$ cat config.mk
export PLATFORM = sky130hd
export DESIGN_NAME = ocs_config_store
export DESIGN_NICKNAME = d
export VERILOG_FILES = /design/src/hdl/ocs_pkg.sv /design/src/hdl/ocs_config_store.sv /design/src/hdl/ocs_store_array.sv
export SDC_FILE = /design/constraint.sdc
export NUM_CORES = 1
export LEC_CHECK = 0
export ABC_AREA = 1
export BUFFER_PORTS_ARGS = -buffer_cell sky130_fd_sc_hd__buf_4
export CORE_MARGIN = 2
export CORE_UTILIZATION = 50
export DETAILED_ROUTE_END_ITERATION = 10
export GPL_TIMING_DRIVEN = 0
export HOLD_SLACK_MARGIN = 0.1
export PLACE_DENSITY = 0.7
export RECOVER_POWER = 100
export REMOVE_ABC_BUFFERS = 1
export SLEW_MARGIN = 20
export SYNTH_ARGS = -nofsm -noshare
export SYNTH_HDL_FRONTEND = slang
export SYNTH_SLANG_ARGS = --single-unit
$ cat constraint.sdc
create_clock -name mclk -period 2.3 [get_ports mclk]
set_input_delay 0.46 -clock mclk [delete_from_list [all_inputs] [get_ports mclk]]
set_output_delay 0.46 -clock mclk [all_outputs]
set_load 0.02 [all_outputs]
$ cat src/hdl/ocs_pkg.sv
// package: register map, field layout and shared types of the stored configuration block
package ocs_pkg;

    // ------------------------------------------------------------
    // register offsets
    // ------------------------------------------------------------
    localparam logic [7:0] WORK_FIRST_ADDR   = 8'h07;
    localparam logic [7:0] WORK_LAST_ADDR    = 8'h15;
    localparam logic [7:0] STORE_FIRST_ADDR  = 8'h17;
    localparam logic [7:0] STORE_LAST_ADDR   = 8'h25;
    localparam logic [7:0] SENSE_ROOM_ADDR   = 8'h1D;
    localparam logic [7:0] COMMON_LOW_ADDR   = 8'h21;
    localparam logic [7:0] COMMON_HIGH_ADDR  = 8'h22;
    localparam logic [7:0] ANALOG_ADDR       = 8'h23;
    localparam logic [7:0] GATE_HIGH_ADDR    = 8'h24;
    localparam logic [7:0] GATE_LOW_ADDR     = 8'h25;
    localparam logic [7:0] PROGRAM_CMD_ADDR  = 8'h78;
    localparam logic [7:0] RELOAD_CMD_ADDR   = 8'h79;
    localparam logic [7:0] RECOVER_CMD_ADDR  = 8'h7A;

    // ------------------------------------------------------------
    // field layout and sizes
    // ------------------------------------------------------------
    localparam int         STORE_DEPTH       = 15;
    localparam int         LEVEL_MSB         = 5;
    localparam int         PUMP_STAGE_BIT    = 6;
    localparam logic [7:0] STORE_RESET       = 8'h00;

    // ------------------------------------------------------------
    // types
    // ------------------------------------------------------------
    typedef struct packed {
        logic       wr;
        logic       rd;
        logic [7:0] addr;
        logic [7:0] wdata;
    } ocs_req_s;

    typedef struct packed {
        logic [7:0] common_lower;
        logic [7:0] common_upper;
        logic [7:0] sense_room;
        logic [5:0] analog_code;
        logic [5:0] gate_high_code;
        logic       pump_two_stage;
        logic [5:0] gate_low_code;
    } ocs_cfg_s;

    typedef enum logic [1:0] {
        OCS_IDLE    = 2'b00,
        OCS_PROGRAM = 2'b01,
        OCS_RELOAD  = 2'b10
    } ocs_state_e;

endpackage : ocs_pkg

$ cat src/hdl/ocs_config_store.sv
// top: stored configuration mirrors, program / reload / fault-recovery commands
//
// Function
// - The stored common-electrode lower bound is 8 bits at 0x21 and read-only.
// - The stored common-electrode upper bound is 8 bits at 0x22 and read-only.
// - Stored bits 5:0 at 0x23 set both analog supplies, coded like working register 0x13.
// - Stored bit 6 at 0x24 set to 1 runs the positive charge pump with two stages.
// - Stored bits 5:0 at 0x24 set the gate-high level, coded like working register 0x14.
// - Stored bits 5:0 at 0x25 set the gate-low level, coded like working register 0x15.
// - A write to 0x78 programs working registers 0x07..0x15 into stored 0x17..0x25.
// - A write to 0x79 copies the stored registers back into the working registers.
// - A write to 0x7A leaves any latched fault mode and resumes operation.
// - The recovery command clears every recorded fault indication except one raised in the same cycle.
// - Stored 8-bit value at 0x1D holds the sense voltage taken at 25 degrees.
`timescale 1ns/1ps
module ocs_config_store #(
    parameter int FAULT_W = 8
) (
    // clock and reset
    input  wire logic                mclk,
    input  wire logic                rst_n,
    // register access from the serial interface
    input  wire ocs_pkg::ocs_req_s   req,
    output logic [7:0]               rdata,
    output logic                     rvalid,
    output logic                     busy,
    // working register file port
    output logic                     work_rd,
    output logic [7:0]               work_addr,
    input  wire logic [7:0]          work_rdata,
    output logic                     work_wr,
    output logic [7:0]               work_wdata,
    // fault handling
    input  wire logic [FAULT_W-1:0]  fault_event,
    output logic [FAULT_W-1:0]       fault_record,
    output logic                     fault_latched,
    // decoded stored settings
    output ocs_pkg::ocs_cfg_s        cfg
);
    initial begin
        if (FAULT_W < 1 || FAULT_W > 32)
            $error("ocs_config_store: FAULT_W out of range");
    end

    // ------------------------------------------------------------
    // command decode
    // ------------------------------------------------------------
    logic cmd_program;
    logic cmd_reload;
    logic cmd_recover;

    assign cmd_program = req.wr && req.addr == ocs_pkg::PROGRAM_CMD_ADDR;
    assign cmd_reload  = req.wr && req.addr == ocs_pkg::RELOAD_CMD_ADDR;
    assign cmd_recover = req.wr && req.addr == ocs_pkg::RECOVER_CMD_ADDR;

    // ------------------------------------------------------------
    // copy sequencer
    // ------------------------------------------------------------
    ocs_pkg::ocs_state_e state;
    ocs_pkg::ocs_state_e next_state;
    logic [3:0]          idx;
    logic [3:0]          next_idx;
    logic                fetch;
    logic                next_fetch;
    logic                st_wr;
    logic [3:0]          st_idx;
    logic [7:0]          st_data;
    logic [ocs_pkg::STORE_DEPTH-1:0][7:0] store;
    logic                next_work_rd;
    logic [7:0]          next_work_addr;
    logic                next_work_wr;
    logic [7:0]          next_work_wdata;
    logic                next_busy;

    // program: read a working word, next cycle burn it; reload: write one word per cycle
    always_comb
    begin
        next_state      = state;
        next_idx        = idx;
        next_fetch      = 1'b0;
        next_work_rd    = 1'b0;
        next_work_wr    = 1'b0;
        next_work_addr  = work_addr;
        next_work_wdata = work_wdata;
        st_wr           = 1'b0;
        st_idx          = idx;
        st_data         = work_rdata;
        case (state)
            ocs_pkg::OCS_IDLE:
            begin
                next_idx = 4'h0;
                if (cmd_program)
                    next_state = ocs_pkg::OCS_PROGRAM;
                else if (cmd_reload)
                    next_state = ocs_pkg::OCS_RELOAD;
            end
            ocs_pkg::OCS_PROGRAM:
            begin
                if (!fetch)
                begin
                    next_work_rd   = 1'b1;
                    next_work_addr = ocs_pkg::WORK_FIRST_ADDR + 8'(idx);
                    next_fetch     = 1'b1;
                end
                else
                begin
                    st_wr    = 1'b1;
                    next_idx = idx + 4'h1;
                    if (idx == 4'(ocs_pkg::STORE_DEPTH - 1))
                        next_state = ocs_pkg::OCS_IDLE;
                end
            end
            ocs_pkg::OCS_RELOAD:
            begin
                next_work_wr    = 1'b1;
                next_work_addr  = ocs_pkg::WORK_FIRST_ADDR + 8'(idx);
                next_work_wdata = store[idx];
                next_idx        = idx + 4'h1;
                if (idx == 4'(ocs_pkg::STORE_DEPTH - 1))
                    next_state = ocs_pkg::OCS_IDLE;
            end
            default:
                next_state = ocs_pkg::OCS_IDLE;
        endcase
        next_busy = next_state != ocs_pkg::OCS_IDLE;
    end

    always_ff @(posedge mclk)
    begin
        if (!rst_n)
        begin
            state      <= ocs_pkg::OCS_IDLE;
            idx        <= 4'h0;
            fetch      <= 1'b0;
            work_rd    <= 1'b0;
            work_wr    <= 1'b0;
            work_addr  <= 8'h00;
            work_wdata <= 8'h00;
            busy       <= 1'b0;
        end
        else
        begin
            state      <= next_state;
            idx        <= next_idx;
            fetch      <= next_fetch;
            work_rd    <= next_work_rd;
            work_wr    <= next_work_wr;
            work_addr  <= next_work_addr;
            work_wdata <= next_work_wdata;
            busy       <= next_busy;
        end
    end

    // host writes never reach the array; only the sequencer does
    ocs_store_array #(
        .DEPTH (ocs_pkg::STORE_DEPTH)
    ) u_array (
        .mclk     (mclk),
        .rst_n    (rst_n),
        .wr_en    (st_wr),
        .wr_idx   (st_idx),
        .wr_data  (st_data),
        .contents (store)
    );

    // ------------------------------------------------------------
    // faults and recovery
    // ------------------------------------------------------------
    logic [FAULT_W-1:0] next_fault_record;
    logic               next_fault_latched;

    // a fault in the recovery cycle survives it: a restart must never hide a new event
    always_comb
    begin
        next_fault_record  = fault_record | fault_event;
        next_fault_latched = fault_latched | (|fault_event);
        if (cmd_recover)
        begin
            next_fault_record  = fault_event;
            next_fault_latched = |fault_event;
        end
    end

    always_ff @(posedge mclk)
    begin
        if (!rst_n)
        begin
            fault_record  <= '0;
            fault_latched <= 1'b0;
        end
        else
        begin
            fault_record  <= next_fault_record;
            fault_latched <= next_fault_latched;
        end
    end

    // ------------------------------------------------------------
    // read port and decoded settings
    // ------------------------------------------------------------
    logic [7:0]        next_rdata;
    ocs_pkg::ocs_cfg_s next_cfg;
    logic [7:0]        off;

    assign off = req.addr - ocs_pkg::STORE_FIRST_ADDR;

    always_comb
    begin
        next_rdata = 8'h00;
        if (req.rd && req.addr >= ocs_pkg::STORE_FIRST_ADDR
                   && req.addr <= ocs_pkg::STORE_LAST_ADDR)
            next_rdata = store[off[3:0]];
        next_cfg.common_lower   = store[4'(ocs_pkg::COMMON_LOW_ADDR - ocs_pkg::STORE_FIRST_ADDR)];
        next_cfg.common_upper   = store[4'(ocs_pkg::COMMON_HIGH_ADDR - ocs_pkg::STORE_FIRST_ADDR)];
        next_cfg.sense_room     = store[4'(ocs_pkg::SENSE_ROOM_ADDR - ocs_pkg::STORE_FIRST_ADDR)];
        next_cfg.analog_code    = store[4'(ocs_pkg::ANALOG_ADDR - ocs_pkg::STORE_FIRST_ADDR)]
                                  [ocs_pkg::LEVEL_MSB:0];
        next_cfg.gate_high_code = store[4'(ocs_pkg::GATE_HIGH_ADDR - ocs_pkg::STORE_FIRST_ADDR)]
                                  [ocs_pkg::LEVEL_MSB:0];
        next_cfg.pump_two_stage = store[4'(ocs_pkg::GATE_HIGH_ADDR - ocs_pkg::STORE_FIRST_ADDR)]
                                  [ocs_pkg::PUMP_STAGE_BIT];
        next_cfg.gate_low_code  = store[4'(ocs_pkg::GATE_LOW_ADDR - ocs_pkg::STORE_FIRST_ADDR)]
                                  [ocs_pkg::LEVEL_MSB:0];
    end

    always_ff @(posedge mclk)
    begin
        if (!rst_n)
        begin
            rdata  <= 8'h00;
            rvalid <= 1'b0;
            cfg    <= '0;
        end
        else
        begin
            rdata  <= next_rdata;
            rvalid <= req.rd;
            cfg    <= next_cfg;
        end
    end
endmodule : ocs_config_store

$ cat src/hdl/ocs_store_array.sv
// nonvolatile array model: one entry per stored register, written only by the sequencer
`timescale 1ns/1ps
module ocs_store_array #(
    parameter int DEPTH = ocs_pkg::STORE_DEPTH
) (
    // clock and reset
    input  wire logic             mclk,
    input  wire logic             rst_n,
    // write port
    input  wire logic             wr_en,
    input  wire logic [3:0]       wr_idx,
    input  wire logic [7:0]       wr_data,
    // contents
    output logic [DEPTH-1:0][7:0] contents
);
    initial begin
        if (DEPTH < 1 || DEPTH > 16)
            $error("ocs_store_array: DEPTH out of range");
    end

    logic [DEPTH-1:0][7:0] next_contents;

    // ------------------------------------------------------------
    // per-entry write
    // ------------------------------------------------------------
    for (genvar i = 0; i < DEPTH; i++) begin : g_entry
        always_comb
        begin
            next_contents[i] = contents[i];
            if (wr_en && wr_idx == 4'(i))
                next_contents[i] = wr_data;
        end
    end

    // reset stands in for an unprogrammed part
    always_ff @(posedge mclk)
    begin
        if (!rst_n)
            contents <= '{default: ocs_pkg::STORE_RESET};
        else
            contents <= next_contents;
    end

endmodule : ocs_store_array

==> results by group, run 1 <==
Status
  – Outcome: finished, final reports clean

Synthesis
  – Top-count cell post-synth: nand2_1
  – Syn Inst Count: 1,384
  – Ys flop type: dfxtp_1
  – Post-synth EDFFs: 0
  – Register bit count reported by yosys: 203
  – Synthesized area: 9380 um2
  – Avg Cell Area, Syn: 6.78 um2
  – Synth cell types: 29
  – Top cell type by total area after synthesis: dfxtp_1
  – Synth cell count leaders: nand2_1, dfxtp_1, inv_1, a21oi_1, nor2_1
  – Yosys warning total: 0
  – Async SR Flop Fraction: 0%
  – Synth top area cells: dfxtp_1, nand2_1, a21oi_1
  – Synth top area share: 43.3%
  – Sequential element share of the synthesized area: 43.3%

Clock network
  – Clock slew at reported path FFs: 0.06 ns
  – Clk sink count: 203
  – Hold buffer count at cts: 0
  – Clk_lat worst skew: 0.51 ns
  – Clock root cell: clkbuf_16
  – Clock tree buffer depth: 3
  – CTS tree: built
  – H-tree depth: 1
  – Inserted Clock Buffers: 22

Die
  – Core Area: 18,600 um2
  – # IOs: 116
  – # rows: 50
  – Die H: 141 um
  – Die width: 141 um
  – Initial Util: 50.5%
  – DIE AREA: 19,900 um2

Pwr
  – Clock share of power: 48.2%
  – Cell Int Power: 6.04 mW
  – Gate power share: 6.8%
  – P_sw: 1.80 mW
  – Pwr per Cell Area: 726 nW/um2
  – P_leak: 4.77 nW
  – Peak supply drop: 0.484 mV
  – Sw frac: 23.0%
  – Flop pwr share: 45.1%

Job
  – Total of max-cap violations: 0

Place
  – Detailed placement HPWL: 16,700 um
  – # port buffers: 104
  – DP Area: 10,100 um2
  – Global placement routability congestion: 0.853

Critical path
  – Setup crit start: req[8]
  – Crit path arrival time: 2.67 ns
  – FF-to-FF Start: idx[0]
  – CP Max Fanout: 90
  – Worst EP required: 2.68 ns
  – Crit path kind: in -> reg
  – Worst Setup Start Kind: input port
  – CP Capture Type: flip-flop

Drt
  – Vias per cell: 5.34
  – Number of routed nets with antenna violations: 0
  – Routed via count: 9,019
  – DRC Markers: 0
  – Drt total wl: 27,300 um
  – WL/cell: 16.2 um
  – DR iter-0 viols: 957
  – First-pass DRT Iterations: 5

Cells and area
  – Area grow syn2layout: 15.1%
  – Layout cells sized above 1: 7.77%
  – Antenna diodes: 0
  – Final #Nets: 1,490
  – Filler cells: 1,824
  – Fin util: 58.1%
  – Final instance area: 10,800 um2

Global route
  – Gr usage total: 26.7%
  – First-pass GRT wire length: 42,000 um
  – Total congestion overflow: 0
  – Largest net degree at the start of global routing: 103
  – Vias in the first global route: 7,885
  – Initial antenna violation count: 0

Worst hold path
  – Min-delay worst type: in -> reg
  – HP Start: req[16]

STA
  – Minimum clock period after layout: 2.29 ns
  – # setup viols final: 0
  – RSZ-0062 raised after global routing: no
  – Fin. Hold Viols: 0
  – Crit share post-route: 99.5%
  – Rel. slew slack: 53.3%
  – Slew @ Worst Pin: 0.699 ns
  – Worst clock skew: 0.0162 ns
  – Fin. max-slew vios: 0
  – Fmax: 0.437 GHz
==> power by group through the flow <==
stage	clock (mW)	sequential [mW]	combinational (mW)
finish	3.78	3.54	0.530
detailed placement	0	3.61	0.514
CTS	3.81	3.54	0.529
floorplan	0	3.63	0.235
global placement	0	3.62	0.509
global route	3.97	3.53	0.570
==> path summary, 6_finish.rpt <==
check	to	slack, ns	cells past startpoint
hold reg to reg	cfg[17]	0.42	2
setup reg to reg	u_array.contents[52]	0.08	8
hold / removal	rvalid	0.17	3
setup / recovery	rdata[0]	0.01	8
==> registers in the layout (all words and copies together) (netlist names), 2 cells and up <==
name              flops
cfg                  43
fault_record          8
idx                   4
rdata                 8
state                 2
u_array.contents    120
work_addr             5
work_wdata            8
==> critical path, cell delays in order <==
cell,delay (ns)
buf_12,0.29
ha_1,0.24
nor2_1,0.07
nor2_4,0.53
inv_2,0.37
nand3_1,0.18
nand3_1,0.15
a21oi_1,0.28
==> layout by cell type, fill, tap and decap left out, drive strengths merged <==
cell	instances
inv	174
bufinv	3
nor3	4
a211oi	1
xor2	1
o221ai	1
clkinvlp	1
nor3b	1
nor2	120
o211ai	24
clkinv	5
o21ai	166
xnor2	1
nand4	2
conb	3
nand2	338
clkbuf	108
o21bai	1
buf	38
nand3	115
dfxtp	203
a21oi	127
nor4	2
ha	15
==> final cells by class <==
cell class	instances	area (um2)	share of cell area [%]
Tap cell	234	293	2.71
Clock buffer	31	667	6.18
Clock inverter	8	118	1.09
Multi-Input combinational cell	922	4320	40.0
Sequential cell	203	4070	37.7
Inverter	175	672	6.22
Timing Repair Buffer	115	659	6.11
==> cell families after synthesis <==
| group | Yosys count | synth area share (%) |
|---|---|---|
| AO/OA/AOI/OAI | 320 | 17.8 |
| XOR/XNOR | 2 | 0.267 |
| buffers and inverters | 261 | 11.2 |
| other | 1 | 0.0400 |
| flip-flops | 203 | 43.3 |
| AND/OR/NAND/NOR | 582 | 25.4 |
| adder cells (fa/ha/maj) | 15 | 2.00 |
==> layer usage <==
metal	GRT usage (%)	vias up	wire [um]
met2	42.4	349	12400
li1	-	4529	-
met3	5.33	62	2370
met1	35.9	4079	11700
met4	10.5	0	844
met5	0	-	0
==> timing repair <==
action | CTS | global route
resized for setup | 13 | 12
gates cloned | 0 | 0
setup endpoints to repair | 130 | 84
pin swaps | 1 | 2
setup buffers | 1 | 8
==> through the flow <==
stage                     power, mW  std cells  setup slack [ns]  hold WS [ns]  TNS, ns
after floorplan                3.87       1300            -0.654         0.407   -48.41
after global placement         4.12       1638             -2.44         0.416  -274.70
after detailed placement       4.13       1640             -2.10         0.412   -67.28
after CTS                      7.88       1680           0.00782         0.165        0
after global routing           8.08       1688            0.0167         0.164        0
final                          7.84       1688            0.0121         0.168        0
(Power assumes the default switching activity.)
==> run 2: changes to the inputs <==
--- a/config.mk
+++ b/config.mk
@@ -10,7 +10,7 @@
 export CORE_MARGIN = 2
 export CORE_UTILIZATION = 50
 export DETAILED_ROUTE_END_ITERATION = 10
-export GPL_TIMING_DRIVEN = 0
+export GPL_TIMING_DRIVEN = 1
 export HOLD_SLACK_MARGIN = 0.1
 export PLACE_DENSITY = 0.7
 export RECOVER_POWER = 100
==> run 2 against run 1 <==
Net effect: final cell count rose by 0.89%; sequential power barely moved; first-iteration DRC count fell by 15%; utilization fell by 0.46 points; clock skew fell by 0.0046 ns; combinational power barely moved; register-to-register slack improved by 0.12 ns; wire length fell by 1.9%; critical path type is now reg -> reg; highest routed layer unchanged.
==> results by group, run 2 (same netlist as run 1, synthesis figures left out) <==
Cells and area
  – Layout cells sized above 1: 7.01% (was 7.77%)
  – Commonest non-fill, non-tap cell in the layout: nand2_1 (unchanged)
  – Area grow syn2layout: 14.2% (was 15.1%)
  – Max FFs per register: 120 (unchanged)
  – Fin util: 57.7% (was 58.1%)
  – Filler cells: 1,852 (was 1,824)
  – Top reg by flops: u_array.contents (unchanged)
  – Antenna diodes: 0 (unchanged)
  – Commonest cells after routing, fill and taps aside: nand2_1, dfxtp_1, inv_1 (unchanged)
  – Final #Nets: 1,506 (was 1,490)
  – Final instance area: 10,700 um2 (was 10,800 um2)
  – Largest registers: u_array.contents (120), cfg (43) (unchanged)

STA
  – RSZ-0062 raised after global routing: no (unchanged)
  – Minimum clock period after layout: 2.10 ns (was 2.29 ns)
  – Fin. Hold Viols: 0 (unchanged)
  – # setup viols final: 0 (unchanged)
  – Crit share post-route: 91.5% (was 99.5%)
  – Setup slack after layout: 0.196 ns (was 0.0121 ns)
  – Rel. slew slack: 25.5% (was 53.3%)
  – Fmax: 0.475 GHz (was 0.437 GHz)
  – Worst hold margin: 0.167 ns (was 0.168 ns)
  – Worst clock skew: 0.0116 ns (was 0.0162 ns)
  – Fin. max-slew vios: 0 (unchanged)
  – Slew @ Worst Pin: 1.12 ns (was 0.699 ns)

Status
  – Outcome: finished, final reports clean (unchanged)

Clock network
  – Hold buffer count at cts: 0 (unchanged)
  – Clk_lat worst skew: 0.51 ns (about the same)
  – Inserted Clock Buffers: 22 (unchanged)
  – Post-CTS setup buffer count: 0 (was 1)
  – Clock root cell: clkbuf_16 (unchanged)
  – Post-cts resize count: 0 (was 13)
  – H-tree depth: 1 (unchanged)
  – Clk sink count: 203 (unchanged)
  – Clock tree buffer depth: 3 (unchanged)
  – CTS tree: built (unchanged)
  – Clock slew at reported path FFs: 0.06 ns (about the same)

Place
  – Detailed placement HPWL: 17,500 um (was 16,700 um)
  – # port buffers: 104 (unchanged)
  – DP Area: 10,300 um2 (was 10,100 um2)
  – Pre-CTS setup slack: 0.243 ns (was -2.10 ns)
  – Global placement routability congestion: 0.925 (was 0.853)

Pwr
  – Power consumption: 7.66 mW (was 7.84 mW)
  – Peak supply drop: 0.405 mV (was 0.484 mV)
  – Pwr per Cell Area: 715 nW/um2 (was 726 nW/um2)
  – P_leak: 4.77 nW (about the same)

Drt
  – First-pass DRT Iterations: 5 (unchanged)
  – Drt total wl: 26,800 um (was 27,300 um)
  – WL/cell: 15.7 um (was 16.2 um)
  – DRC Markers: 0 (unchanged)
  – DR iter-0 viols: 814 (was 957)
  – Routed via count: 8,913 (was 9,019)
  – Vias per cell: 5.23 (was 5.34)
  – Number of routed nets with antenna violations: 0 (unchanged)

Die
  – Initial Util: 50.5% (unchanged)
  – Die H: 141 um (unchanged)
  – Die width: 141 um (unchanged)
  – DIE AREA: 19,900 um2 (unchanged)
  – # IOs: 116 (unchanged)
  – Core Area: 18,600 um2 (unchanged)
  – # rows: 50 (unchanged)

Global route
  – Vias in the first global route: 8,013 (was 7,885)
  – Total congestion overflow: 0 (unchanged)
  – Largest net degree at the start of global routing: 84 (was 103)
  – First-pass GRT wire length: 41,700 um (was 42,000 um)
  – Initial antenna violation count: 0 (unchanged)
  – Gr usage total: 26.4% (was 26.7%)

Critical path
  – CP Capture Type: flip-flop (unchanged)
  – Worst EP required: 2.67 ns (was 2.68 ns)
  – Crit path arrival time: 2.47 ns (was 2.67 ns)
  – Crit path kind: reg -> reg (was in -> reg)
  – Worst Setup Start Kind: flip-flop (was input port)
  – CP Max Fanout: 15 (was 90)

Worst hold path
  – Min-delay worst type: in -> reg (unchanged)

Job
  – Total of max-cap violations: 0 (unchanged)
-- run 2: where the power goes --
part / switching (mW) / total, mW / leakage (nW) / internal (mW)
Clock: 1.42 / 3.59 / 0.358 / 2.17
Combinational: 0.360 / 0.528 / 2.78 / 0.168
Sequential: 0.00652 / 3.54 / 1.64 / 3.53
Total: 1.78 / 7.66 / 4.77 / 5.87
-- run 2: critical path: stages (launching register included) --
cell and delay, ns:
dfxtp_1 0.45, ha_1 0.25, nand2_1 0.12, nor2_1 0.30, nand2_1 0.46, o21ai_0 0.32, a21oi_1 0.06
-- run 2: layout make-up --
type	instances	area [um2]	area share, %
Inverter	175	657	6.13
Clock buffer	32	649	6.06
Multi-Input combinational cell	922	4260	39.8
Tap cell	234	293	2.73
Sequential cell	203	4060	37.9
Clock inverter	6	82.6	0.771
Timing Repair Buffer	131	707	6.60
-- run 2: routing by layer --
layer / share of wire (%) / GRT usage, % / vias to the layer above / wire, um
met1: 43 / 35.8 / 3968 / 11600
met5: 0 / 0 / - / 0
li1: - / - / 4548 / -
met4: 3.0 / 8.32 / 0 / 792
met3: 7.5 / 4.31 / 60 / 2020
met2: 46 / 43.2 / 337 / 12400
-- run 2: path summary, 6_finish.rpt --
path,start,end,slack [ns],depth (start not counted)
setup / recovery,state[0],u_array.contents[91],0.20,6
hold / removal,req[16],rvalid,0.17,3
setup reg to reg,state[0],u_array.contents[91],0.20,6
hold reg to reg,u_array.contents[108],cfg[11],0.42,2
-- run 2: stage by stage --
step | setup TNS (ns) | cells
2_1_floorplan | -48.41 | 1300
3_3_place_gp | 0 | 1665
3_5_place_dp | 0 | 1665
4_1_cts | 0 | 1703
5_1_grt | 0 | 1703
6_report | 0 | 1703
==> run 3: changes to the inputs <==
--- a/config.mk
+++ b/config.mk
@@ -12,9 +12,11 @@
 export DETAILED_ROUTE_END_ITERATION = 10
 export GPL_TIMING_DRIVEN = 1
 export HOLD_SLACK_MARGIN = 0.1
+export MAX_ROUTING_LAYER = met4
 export PLACE_DENSITY = 0.7
 export RECOVER_POWER = 100
 export REMOVE_ABC_BUFFERS = 1
+export SKIP_LAST_GASP = 1
 export SLEW_MARGIN = 20
 export SYNTH_ARGS = -nofsm -noshare
 export SYNTH_HDL_FRONTEND = slang
==> run 3 against run 2 <==
Net effect: design area fell by 0.21%; wire length rose by 1.9%; global-route usage rose by 1.2 points; critical endpoint is now work_wdata[1]; largest cell class unchanged; highest routed layer unchanged.
==> results by group, run 3 (same netlist as run 1, synthesis figures left out) <==
Critical path
  – Crit path arrival time: 2.60 ns (was 2.47 ns)
  – Worst EP required: 2.74 ns (was 2.67 ns)
  – Crit path kind: reg -> reg (unchanged)
  – CP max stage delay: 0.53 ns (was 0.46 ns)
  – CP Max Fanout: 68 (was 15)
  – CP Capture Type: flip-flop (unchanged)
  – Worst Setup Start Kind: flip-flop (unchanged)
  – Crit-path leading delay family: simple AND/OR/NAND/NOR gates (unchanged)
  – Slowest-stage cell, CP: nor2_4 (was nand2_1)
  – CP Cell Sequence: buf_12 -> nor2_4 -> inv_1 -> o21ai_0 -> nand2_1 -> nand2_1 -> nor2_1 -> nor2_1 (was ha_1 -> nand2_1 -> nor2_1 -> nand2_1 -> o21ai_0 -> a21oi_1)
  – Worst path bufs/invs: 2 (was 0)

STA
  – Worst hold margin: 0.152 ns (was 0.167 ns)
  – Fin. Hold Viols: 0 (unchanged)
  – Fmax: 0.464 GHz (was 0.475 GHz)
  – Slew @ Worst Pin: 1.25 ns (was 1.12 ns)
  – Rel. slew slack: 16.7% (was 25.5%)
  – Worst clock skew: 0.0115 ns (was 0.0116 ns)
  – Minimum clock period after layout: 2.16 ns (was 2.10 ns)
  – Crit share post-route: 93.7% (was 91.5%)
  – Setup slack after layout: 0.144 ns (was 0.196 ns)
  – # setup viols final: 0 (unchanged)
  – Fin. max-slew vios: 0 (unchanged)
  – Setup TNS: 0 ns (unchanged)
  – RSZ-0062 raised after global routing: no (unchanged)

Job
  – Total of max-cap violations: 0 (unchanged)

Die
  – Core Area: 18,600 um2 (unchanged)
  – DIE AREA: 19,900 um2 (unchanged)
  – Die width: 141 um (unchanged)
  – # rows: 50 (unchanged)
  – Die H: 141 um (unchanged)
  – Initial Util: 50.5% (unchanged)
  – # IOs: 116 (unchanged)

Cells and area
  – Layout cells sized above 1: 6.95% (was 7.01%)
  – Final instance area: 10,700 um2 (about the same)
  – Area grow syn2layout: 14.0% (was 14.2%)
  – Filler cells: 1,893 (was 1,852)
  – Largest registers: u_array.contents (120), cfg (43) (unchanged)
  – Max FFs per register: 120 (unchanged)
  – Final std cells w/o fill: 1,701 (was 1,703)
  – Final #Nets: 1,506 (unchanged)
  – Commonest non-fill, non-tap cell in the layout: nand2_1 (unchanged)
  – Commonest cells after routing, fill and taps aside: nand2_1, dfxtp_1, inv_1 (unchanged)
  – Top reg by flops: u_array.contents (unchanged)
  – Antenna diodes: 0 (unchanged)

Global route
  – GRT met3 Usage: 3.97% (was 4.31%)
  – Met1 usage: 36.2% (was 35.8%)
  – Initial antenna violation count: 1 (was 0)
  – Gr busiest metal: met2 (unchanged)
  – Met2 GRT Util: 44.2% (was 43.2%)
  – Total congestion overflow: 0 (unchanged)
  – Vias in the first global route: 7,996 (was 8,013)
  – First-pass GRT wire length: 42,400 um (was 41,700 um)
  – Gr usage total: 27.6% (was 26.4%)
  – Largest net degree at the start of global routing: 73 (was 84)

Clock network
  – Clock slew at reported path FFs: 0.06 ns (about the same)
  – Post-CTS setup buffer count: 0 (unchanged)
  – Clk_lat worst skew: 0.51 ns (about the same)
  – Clk sink count: 203 (unchanged)
  – Clock tree buffer depth: 3 (unchanged)
  – CTS tree: built (unchanged)
  – Clock root cell: clkbuf_16 (unchanged)
  – Inserted Clock Buffers: 23 (was 22)
  – Post-cts resize count: 0 (unchanged)
  – Hold buffer count at cts: 0 (unchanged)
  – H-tree depth: 1 (unchanged)

Place
  – Detailed placement HPWL: 17,600 um (was 17,500 um)
  – DP Area: 10,300 um2 (about the same)
  – Placed Cells: 1,664 (was 1,665)
  – Global placement routability congestion: 0.906 (was 0.925)
  – Pre-CTS setup slack: 0.226 ns (was 0.243 ns)
  – # port buffers: 104 (unchanged)

Drt
  – DRC Markers: 0 (unchanged)
  – Routed via count: 9,033 (was 8,913)
  – WL/cell: 16.1 um (was 15.7 um)
  – First-pass DRT Iterations: 5 (unchanged)
  – Number of routed nets with antenna violations: 0 (unchanged)
  – Drt total wl: 27,300 um (was 26,800 um)
  – DR iter-0 viols: 819 (was 814)
  – Vias per cell: 5.31 (was 5.23)

Pwr
  – Pwr per Cell Area: 704 nW/um2 (was 715 nW/um2)
  – Peak supply drop: 0.531 mV (was 0.405 mV)
  – P_leak: 4.76 nW (was 4.77 nW)

Status
  – Outcome: finished, final reports clean (unchanged)

Worst hold path
  – Min-delay worst type: in -> reg (unchanged)
[run 3: worst paths after layout]
path	slack, ns	cells past startpoint	start	endpoint
setup / recovery	0.14	8	idx[0]	work_wdata[1]
hold / removal	0.15	3	req[16]	rvalid
setup reg to reg	0.14	8	idx[0]	work_wdata[1]
hold reg to reg	0.42	2	u_array.contents[108]	cfg[11]
[run 3: final cells by class]
class | count | area, um2 | share of cell area (%)
multi-input combinational | 922 | 4260 | 39.9
sequential | 203 | 4070 | 38.0
timing repair buffer | 130 | 714 | 6.68
inverter | 175 | 657 | 6.14
clock buffer | 33 | 653 | 6.11
tap | 234 | 293 | 2.74
clock inverter | 4 | 45.0 | 0.421
[run 3: per-stage QoR]
stage | total power [mW] | utilization, %
CTS | 7.59 | 59.4
detailed placement | 4.16 | 55.6
global route | 7.76 | 57.5
finish | 7.53 | 57.5
global placement | 4.16 | 55.6
floorplan | 3.87 | -
[run 3: layer usage]
layer  routed length (um)  vias up
met5                    0        -
met4                  891        0
met3                 2090       60
met2                12400      368
met1                12000     4059
li1                     -     4546
[run 3: power breakdown]
| part | leakage [nW] | switching, mW | total [mW] | internal, mW |
|---|---|---|---|---|
| Combinational | 2.78 | 0.365 | 0.537 | 0.171 |
| Clock | 0.345 | 1.40 | 3.46 | 2.06 |
| Sequential | 1.64 | 0.00678 | 3.54 | 3.53 |
| Total | 4.76 | 1.77 | 7.53 | 5.76 |
[run 3: tightest hold or removal path, cell delays in order]
cell and delay (ns):
buf_4 0.08, nand2_1 0.05, inv_1 0.04
